File: config.mk
export PLATFORM = sky130hd
export DESIGN_NAME = cgc_charger_ctrl
export DESIGN_NICKNAME = d
export VERILOG_FILES = /design/src/hdl/cgc_charger_ctrl.v
export VERILOG_INCLUDE_DIRS = /design/src /design/src/hdl
export SDC_FILE = /design/constraint.sdc
export NUM_CORES = 1
export LEC_CHECK = 0
export BUFFER_PORTS_ARGS = -buffer_cell sky130_fd_sc_hd__buf_2
export CAP_MARGIN = 20
export CORE_MARGIN = 8
export CORE_UTILIZATION = 50
export DETAILED_ROUTE_END_ITERATION = 7
export GPL_ROUTABILITY_DRIVEN = 0
export PLACE_DENSITY = 0.75
export RECOVER_POWER = 100
export SKIP_CTS_REPAIR_TIMING = 1
export SYNTH_ARGS = -nofsm -noshare
export SYNTH_HDL_FRONTEND = slang
export SYNTH_SLANG_ARGS = --single-unit
export TNS_END_PERCENT = 1
File: constraint.sdc
create_clock -name ref_clk -period 8.35 [get_ports ref_clk]
set_input_delay 1.67 -clock ref_clk [delete_from_list [all_inputs] [get_ports ref_clk]]
set_output_delay 1.67 -clock ref_clk [all_outputs]
set_load 0.01 [all_outputs]
File: src/hdl/cgc_regs.vh
// Purpose: constants for the charger enable and gate control block
// Assumes: 10 MHz ref_clk, Avalon-MM byte addressing of 32-bit registers
// Notes: offsets are byte addresses
`ifndef CGC_REGS_VH
`define CGC_REGS_VH
`define CGC_CLK_HZ 10000000
`define CGC_DETECT_MS 1200
`define CGC_DETECT_CYC ((`CGC_CLK_HZ / 1000) * `CGC_DETECT_MS)
`define CGC_STEP_US 1700
`define CGC_STEP_CYC ((`CGC_CLK_HZ / 1000000) * `CGC_STEP_US)
`define CGC_SS_STEPS 8
`define CGC_SW_KHZ 300
`define CGC_PERIOD_CYC (`CGC_CLK_HZ / (`CGC_SW_KHZ * 1000))
`define CGC_DEAD_NS 30
`define CGC_DEAD_CYC ((`CGC_DEAD_NS * 10 + 999) / 1000)
`define CGC_REFRESH_NS 80
`define CGC_REFRESH_CYC (((`CGC_REFRESH_NS * 10) / 1000) < 1 ? 1 : ((`CGC_REFRESH_NS * 10) / 1000))
`define CGC_BOOT_LOW_PERIODS 3
`define CGC_OFF_CTRL 4'h0
`define CGC_OFF_STATUS 4'h4
`define CGC_OFF_IRQ_STAT 4'h8
`define CGC_OFF_IRQ_MASK 4'hc
`define CGC_CTRL_RESET 32'h0000_0000
`define CGC_MASK_RESET 32'h0000_0000
`define CGC_IRQ_CHG_ON 0
`define CGC_IRQ_CHG_OFF 1
`define CGC_IRQ_ADAPTER 2
`define CGC_IRQ_THERMAL 3
`define CGC_IRQ_REFRESH 4
`endif

File: src/hdl/cgc_charger_ctrl.v
// Purpose: enable sequencing, soft-start and gate drive of a buck charger
// Assumes: comparator results arrive asynchronously; srst is the supply lockout
// Notes: analog loops are outside; duty_req is the digitised pwm request
`timescale 1ns/1ps
`include "cgc_regs.vh"

// Summary of operation
// - supply below lockout holds bias, charge path and both drives off
// - supply good, adapter sense low: partial bias, input current monitor grounded
// - adapter sense above low threshold: all bias and monitor enabled
// - adapter above valid threshold: release adapter good, attempt to charge
// - charge only when disable low, all supplies, adapter and delay good
// - any fault or disable stops an ongoing charge, except loss of reference good or gate regulator good
// - thermal shutdown flag comes in with comparator hysteresis
// - each enable ramps target from zero in 8 equal steps
// - each soft-start step holds about 1.7 ms
// - fixed 300 kHz switching period from the clock
// - duty request spans zero to a full period
// - full period request still reaches near full duty with bootstrap kept
// - bootstrap low at a period end forces a low-side refresh pulse; 3 such periods in a row raise the refresh event
// - non-synchronous below sync threshold, synchronous otherwise
// - synchronous: low side on when high off, 30 ns dead time rounded up to one 100 ns clock
// - non-synchronous: 80 ns low-side pulse rounded up to one 100 ns clock after dead time, then off
// - bootstrap low: only the refresh pulse, high side held off
module cgc_charger_ctrl #(
  parameter DETECT_CYC = `CGC_DETECT_CYC,
  parameter STEP_CYC = `CGC_STEP_CYC,
  parameter DUTY_W = 6
)
(
  input wire ref_clk,
  input wire srst,
  input wire supply_ok_async,
  input wire adapter_sense_low_async,
  input wire adapter_sense_valid_async,
  input wire adapter_above_supply_async,
  input wire adapter_ovp_async,
  input wire adapter_ocp_async,
  input wire thermal_hot_async,
  input wire reference_good_async,
  input wire gate_regulator_good_async,
  input wire charge_disable_pin_async,
  input wire current_below_sync_async,
  input wire boot_low_async,
  input wire [DUTY_W-1:0] duty_req,
  input wire [3:0] avs_address,
  input wire avs_read,
  input wire avs_write,
  input wire [31:0] avs_writedata,
  output reg [31:0] avs_readdata,
  output reg avs_waitrequest,
  output reg partial_bias_en,
  output reg full_bias_en,
  output reg input_current_monitor_en,
  output reg adapter_good_flag_out,
  output reg adapter_good_flag_oe,
  output reg charge_en,
  output reg thermal_shutdown,
  output reg [3:0] ss_step,
  output reg high_side_drive,
  output reg low_side_drive,
  output reg sync_mode,
  output reg irq
);

  localparam NIN = 12;
  localparam PER = `CGC_PERIOD_CYC;
  localparam DEAD = `CGC_DEAD_CYC;
  localparam REFR = `CGC_REFRESH_CYC;
  localparam S_HIGH = 2'd0;
  localparam S_DEAD = 2'd1;
  localparam S_LOW = 2'd2;
  localparam S_IDLE = 2'd3;

  wire [NIN-1:0] raw_in;
  reg [NIN-1:0] sy1;
  reg [NIN-1:0] sy2;
  reg [NIN-1:0] sy3;
  reg [NIN-1:0] qin;
  assign raw_in = {boot_low_async, current_below_sync_async, charge_disable_pin_async,
    gate_regulator_good_async, reference_good_async, thermal_hot_async, adapter_ocp_async,
    adapter_ovp_async, adapter_above_supply_async, adapter_sense_valid_async,
    adapter_sense_low_async, supply_ok_async};

  // three stage sync; a change counts when stages two and three agree
  genvar gi;
  generate
    for (gi = 0; gi < NIN; gi = gi + 1)
    begin : g_sync
      always @(posedge ref_clk)
      begin
        if (srst)
        begin
          sy1[gi] <= 1'b0;
          sy2[gi] <= 1'b0;
          sy3[gi] <= 1'b0;
          qin[gi] <= 1'b0;
        end
        else
        begin
          sy1[gi] <= raw_in[gi];
          sy2[gi] <= sy1[gi];
          sy3[gi] <= sy2[gi];
          if (sy2[gi] == sy3[gi])
            qin[gi] <= sy3[gi];
        end
      end
    end
  endgenerate

  wire supply_ok = qin[0];
  wire ad_low = qin[1];
  wire ad_valid = qin[2];
  wire ad_above = qin[3];
  wire ad_ovp = qin[4];
  wire ad_ocp = qin[5];
  wire hot = qin[6];
  wire ref_good = qin[7];
  wire reg_good = qin[8];
  wire dis_pin = qin[9];
  wire below_sync = qin[10];
  wire boot_low = qin[11];

  reg [31:0] ctrl;
  reg [31:0] irq_mask;
  reg [4:0] irq_stat;
  reg [31:0] det_cnt;
  reg det_done;
  reg [31:0] step_cnt;
  reg [1:0] gstate;
  reg [7:0] pcnt;
  reg [7:0] scnt;
  reg [1:0] boot_periods;
  reg refresh_pend;
  reg refresh_now;
  reg adapter_q;
  reg therm_q;

  wire sw_disable = ctrl[0];
  wire ok_to_start = !dis_pin && !sw_disable && supply_ok && ad_valid && ad_above && !ad_ovp &&
    det_done && ref_good && reg_good && !thermal_shutdown;
  wire stop_now = dis_pin || sw_disable || !supply_ok || !ad_valid || !ad_above || ad_ovp ||
    ad_ocp || thermal_shutdown;
  wire period_end = (pcnt == PER - 1);
  // a standing stop condition (overcurrent) must not let charge toggle back on
  wire ev_on = ok_to_start && !stop_now && !charge_en;
  wire ev_off = charge_en && stop_now;

  // bias, adapter good and thermal flag
  always @(posedge ref_clk)
  begin
    if (srst)
    begin
      partial_bias_en <= 1'b0;
      full_bias_en <= 1'b0;
      input_current_monitor_en <= 1'b0;
      adapter_good_flag_out <= 1'b0;
      adapter_good_flag_oe <= 1'b0;
      thermal_shutdown <= 1'b0;
    end
    else
    begin
      partial_bias_en <= supply_ok;
      full_bias_en <= supply_ok && ad_low;
      input_current_monitor_en <= supply_ok && ad_low;
      adapter_good_flag_out <= 1'b0;
      // released when adapter valid so the pull-up shows good, pulled low otherwise
      adapter_good_flag_oe <= !(supply_ok && ad_valid);
      // comparator carries the 155/135 hysteresis
      thermal_shutdown <= hot;
    end
  end

  // post-detect delay
  always @(posedge ref_clk)
  begin
    if (srst)
    begin
      det_cnt <= 32'h0000_0000;
      det_done <= 1'b0;
    end
    else if (!(supply_ok && ad_valid))
    begin
      det_cnt <= 32'h0000_0000;
      det_done <= 1'b0;
    end
    else if (det_cnt >= DETECT_CYC - 1)
      det_done <= 1'b1;
    else
      det_cnt <= det_cnt + 32'h0000_0001;
  end

  // charge enable and soft-start
  always @(posedge ref_clk)
  begin
    if (srst)
    begin
      charge_en <= 1'b0;
      ss_step <= 4'h0;
      step_cnt <= 32'h0000_0000;
    end
    else if (ev_off || !charge_en)
    begin
      charge_en <= ev_on;
      ss_step <= 4'h0;
      step_cnt <= 32'h0000_0000;
    end
    else if (ss_step != `CGC_SS_STEPS)
    begin
      if (step_cnt >= STEP_CYC - 1)
      begin
        step_cnt <= 32'h0000_0000;
        ss_step <= ss_step + 4'h1;
      end
      else
        step_cnt <= step_cnt + 32'h0000_0001;
    end
  end

  // switching period and bootstrap watch
  always @(posedge ref_clk)
  begin
    if (srst)
    begin
      pcnt <= 8'h00;
      boot_periods <= 2'd0;
      refresh_pend <= 1'b0;
      refresh_now <= 1'b0;
      sync_mode <= 1'b0;
    end
    else
    begin
      pcnt <= period_end ? 8'h00 : pcnt + 8'h01;
      if (period_end)
      begin
        sync_mode <= !below_sync;
        refresh_now <= refresh_pend || boot_low;
        refresh_pend <= 1'b0;
        if (!boot_low)
          boot_periods <= 2'd0;
        else if (boot_periods == `CGC_BOOT_LOW_PERIODS - 1)
        begin
          boot_periods <= 2'd0;
          refresh_pend <= 1'b1;
        end
        else
          boot_periods <= boot_periods + 2'd1;
      end
    end
  end

  // gate drive sequence
  wire [7:0] on_cyc = (duty_req >= PER) ? 8'd255 : {{(8-DUTY_W){1'b0}}, duty_req};
  wire full_req = (on_cyc == 8'd255);
  always @(posedge ref_clk)
  begin
    if (srst || !charge_en)
    begin
      gstate <= S_IDLE;
      high_side_drive <= 1'b0;
      low_side_drive <= 1'b0;
      scnt <= 8'h00;
    end
    else
    begin
      scnt <= scnt + 8'h01;
      case (gstate)
        S_HIGH:
        begin
          if ((!full_req && pcnt >= on_cyc) || (period_end && refresh_now))
          begin
            high_side_drive <= 1'b0;
            gstate <= S_DEAD;
            scnt <= 8'h00;
          end
        end
        S_DEAD:
        begin
          if (scnt >= DEAD - 1)
          begin
            if (high_side_drive == 1'b0 && low_side_drive == 1'b0 && gstate == S_DEAD)
              low_side_drive <= 1'b1;
            gstate <= S_LOW;
            scnt <= 8'h00;
          end
        end
        S_LOW:
        begin
          if ((!sync_mode || refresh_now) && scnt >= REFR - 1)
            low_side_drive <= 1'b0;
          if (period_end)
          begin
            low_side_drive <= 1'b0;
            gstate <= S_IDLE;
            scnt <= 8'h00;
          end
        end
        S_IDLE:
        begin
          if (scnt >= DEAD - 1 && pcnt == 8'h00)
          begin
            if (refresh_now)
            begin
              gstate <= S_DEAD;
              scnt <= 8'h00;
            end
            else if (on_cyc != 8'h00)
            begin
              high_side_drive <= 1'b1;
              gstate <= S_HIGH;
            end
          end
        end
        default: gstate <= S_IDLE;
      endcase
    end
  end

  // registers, events and interrupt
  wire rd_stat = avs_read && !avs_waitrequest && avs_address == `CGC_OFF_IRQ_STAT;
  wire [4:0] ev = {refresh_pend && period_end, thermal_shutdown != therm_q,
    ad_valid != adapter_q, ev_off, ev_on};
  always @(posedge ref_clk)
  begin
    if (srst)
    begin
      ctrl <= `CGC_CTRL_RESET;
      irq_mask <= `CGC_MASK_RESET;
      irq_stat <= 5'h00;
      avs_readdata <= 32'h0000_0000;
      avs_waitrequest <= 1'b1;
      adapter_q <= 1'b0;
      therm_q <= 1'b0;
      irq <= 1'b0;
    end
    else
    begin
      adapter_q <= ad_valid;
      therm_q <= thermal_shutdown;
      avs_waitrequest <= !((avs_read || avs_write) && avs_waitrequest);
      irq_stat <= (rd_stat ? 5'h00 : irq_stat) | ev;
      irq <= |(irq_stat & irq_mask[4:0]);
      if (avs_write && !avs_waitrequest)
      begin
        if (avs_address == `CGC_OFF_CTRL)
          ctrl <= {31'h0000_0000, avs_writedata[0]};
        if (avs_address == `CGC_OFF_IRQ_MASK)
          irq_mask <= {27'h000_0000, avs_writedata[4:0]};
      end
      if (avs_read && avs_waitrequest)
      begin
        case (avs_address)
          `CGC_OFF_CTRL: avs_readdata <= ctrl;
          `CGC_OFF_STATUS: avs_readdata <= {20'h0_0000, ss_step, sync_mode, thermal_shutdown,
            det_done, charge_en, ad_valid, full_bias_en, partial_bias_en, supply_ok};
          `CGC_OFF_IRQ_STAT: avs_readdata <= {27'h000_0000, irq_stat};
          `CGC_OFF_IRQ_MASK: avs_readdata <= irq_mask;
          default: avs_readdata <= 32'h0000_0000;
        endcase
      end
    end
  end

endmodule // cgc_charger_ctrl

==> impl_metrics.py <==
metrics = {
    "run_status": {
        "status": "finished with violations",
        "violations": "capacitance limit, slew limit",
    },
    "sta": {
        "grt_setup_unrepaired": "no",
        "post-route-min-period_ps": 5610,
        "skew_ps": 8.62,
        "drv_slew": 85,
        "finalSetupViolations": 0,
        "fin_setup_tns_ps": 0,
        "hold_viol": 0,
        "relSlewSlack_pct": -120,
        "holdWs_ps": 434,
        "final.period_utilization_pct": 67.2,
        "worstMarginPinSlew_ps": 3300,
        "max_freq_mhz": 178,
    },
    "setup_path": {
        "crit_slowest_cell": "clkbuf_1",
        "r2r.worst_path.cells": 8,
        "crit_arrival_ps": 5910,
        "crit_type": "in2reg",
        "cp_max_fo": 84,
        "crit_chain": "buf_2 -> clkbuf_1 -> inv_2 -> nand2_1 -> or2_1 -> or2_2 -> buf_4 -> o21ba_1",
        "rr_endpoint": "step_cnt[21]",
        "cp.required_ps": 8660,
        "worstSetupStartpointType": "primary input",
        "crit_path_end_kind": "flip-flop",
        "reg2reg_slack_ps": 5760,
        "r2r_start": "step_cnt[0]",
        "max_stage_delay_ps": 2320,
    },
    "clock_network": {
        "cts_root_buf": "clkbuf_16",
        "cts.clk_slew.worst_paths_ps": 60,
        "clock_sinks": 166,
        "clock_latency_ps": 420,
        "cts_buffers": 17,
        "clockBufferDepth": 2,
        "cts_tree": "done",
        "h-tree-depth": 4,
    },
    "global_routing": {
        "grt_max_degree": 85,
        "grt_pass1_wl_mm": 23.1,
        "overflow": 0,
        "antenna_found_initial": 0,
        "grtUsageTotal_pct": 15.3,
        "grt_pass1_vias": 4999,
    },
    "yosys": {
        "synth_compound_area_share_pct": 10.9,
        "syn_avg_cell_area_sq_um": 9.79,
        "synth_area_leaders": "dfxtp_1, nor2_4, nor2_1",
        "synth_top_family_by_area": "simple AND/OR/NAND/NOR gates",
        "yosysWarnings": 0,
        "synthXorXnorAreaFrac_pct": 6.12,
        "synth_edf_count": 0,
        "yosysTopAreaCellShare_pct": 46.5,
        "syn_inst": 731,
        "syn-cell-area_sq_mm": 0.00715,
        "yosys.area.top_type": "dfxtp_1",
        "synth_seq_cells": 166,
        "synthMuxAreaShare_pct": 2.20,
        "seq_area_frac_synth_pct": 46.5,
        "yosysUniqueCellTypes": 73,
        "yosys.area_share.simple_pct": 25.4,
        "synthAdderAreaFrac_pct": 3.15,
        "ys.flop_type": "dfxtp_1",
        "synth-async-reset-ratio_pct": 0,
    },
    "power": {
        "vdd_drop_max_v": 0.000147,
        "p_leak_nw": 2.95,
        "power_w": 0.00166,
        "cellPowerDensity_mw_per_mm2": 209,
    },
    "die": {
        "die_h_um": 136,
        "die_area_sq_mm": 0.0184,
        "ios": 106,
        "fp-row-count": 43,
        "fp.dieW_um": 136,
        "initial_core_util_pct": 51.3,
        "coreArea_sq_mm": 0.0139,
    },
    "worst_hold_path": {
        "min_to": "sy2[4]",
        "whs_path_depth": 1,
        "hp-class": "reg2reg",
        "worstHoldStart": "sy1[4]",
    },
    "cells_and_area": {
        "mostFrequentLayoutCell": "dfxtp_1",
        "area_growth_pct": 11.1,
        "antenna_cells": 0,
        "layout_common_cells": "dfxtp_1, nor2_1, nor2b_1",
        "nFillCells": 1229,
        "layout.nets": 860,
        "seq_area_sq_mm": 0.00332,
        "drive_gt1_share_pct": 14.1,
        "post-route-util_pct": 57.0,
        "multi_input_area_sq_mm": 0.00342,
    },
    "placed_design": {
        "dp_hpwl_mm": 9.25,
        "io_buffers": 57,
    },
    "drt": {
        "routed_wl_mm": 13.6,
        "dr.pass1.iters": 4,
        "via_per_inst": 5.15,
        "wl_per_cell_um": 13.9,
        "post-route-drc-count": 0,
        "drt_iter0_markers": 221,
        "num_vias": 5035,
        "ant_nets": 0,
    },
    "run": {
        "maxCapViolations": 1,
    },
}
==> layer usage <==
| metal | global-route usage, % | part of all wire (%) | up-vias |
|---|---|---|---|
| li1 | - | - | 2591 |
| met1 | 18.6 | 46 | 2330 |
| met2 | 25.1 | 48 | 101 |
| met3 | 4.56 | 4.6 | 13 |
| met4 | 5.43 | 1.1 | 0 |
| met5 | 0 | 0 | - |
==> worst max-delay path by stage <==
stage,start,to
2_1_floorplan,duty_req[4],gstate[1]
5_1_grt,srst,det_cnt[15]
3_3_place_gp,duty_req[4],gstate[1]
6_report,srst,step_cnt[21]
3_5_place_dp,duty_req[4],gstate[1]
4_1_cts,duty_req[4],gstate[1]
==> Yosys cell counts (all sizes together), types with 4 or more instances <==
cell type  count
a211oi         7
a21oi         33
a22o           4
a22oi         15
a31oi          8
and3          25
and4           4
buf           30
clkbuf        16
dfxtp        166
ha            18
inv           22
mux2           4
mux2i          9
nand2         38
nand3         29
nand3b         4
nand4         17
nor2         109
nor2b         43
nor3          13
nor4           9
o21ai         18
xnor2         17
xor2          33
==> report_power, final <==
group          internal, W  switching (W)
logic            0.0000179      0.0000290
clock network     0.000493       0.000317
registers         0.000801     0.00000536
==> metrics by stage <==
stage / worst slack (ps) / area, sq um / instances
2_1_floorplan: 4130 / 7230 / 751
3_3_place_gp: 3810 / 7420 / 944
3_5_place_dp: 3800 / 7420 / 944
4_1_cts: 4210 / 8050 / 976
5_1_grt: 2180 / 7950 / 977
6_report: 2740 / 7950 / 977
==> flip-flops by register name, summed over array words and instances (netlist names), 4 cells and up <==
name          flops
avs_readdata     12
det_cnt          32
irq_mask          5
irq_stat          5
pcnt              8
ss_step           4
step_cnt         32
sy1              12
sy2              12
sy3              12
==> logic make-up (layout without fill, tap and decap cells) <==
| family | count (synthesis) | count (layout) |
|---|---|---|
| AO/OA/AOI/OAI | 105 | 105 |
| XOR/XNOR | 50 | 50 |
| adder cells (fa/ha/maj) | 18 | 18 |
| buffers and inverters | 68 | 114 |
| flip-flops | 166 | 166 |
| multiplexers | 14 | 14 |
| other | 1 | 21 |
| AND/OR/NAND/NOR | 309 | 309 |
==> cell type report <==
class,instances,area share (%)
well taps,180,2.83
multi-input cells,517,43.1
repair buffers,60,3.37
clock inverters,12,2.12
inverters,22,1.04
clock buffers,20,5.75
flip-flops and latches,166,41.8
==> critical path, delay by kind of cell <==
family,cells,cell delay (ps)
AO/OA/AOI/OAI,1,230
AND/OR/NAND/NOR,3,770
buffers and inverters,4,3200
Power figures use the tool's default switching activity.
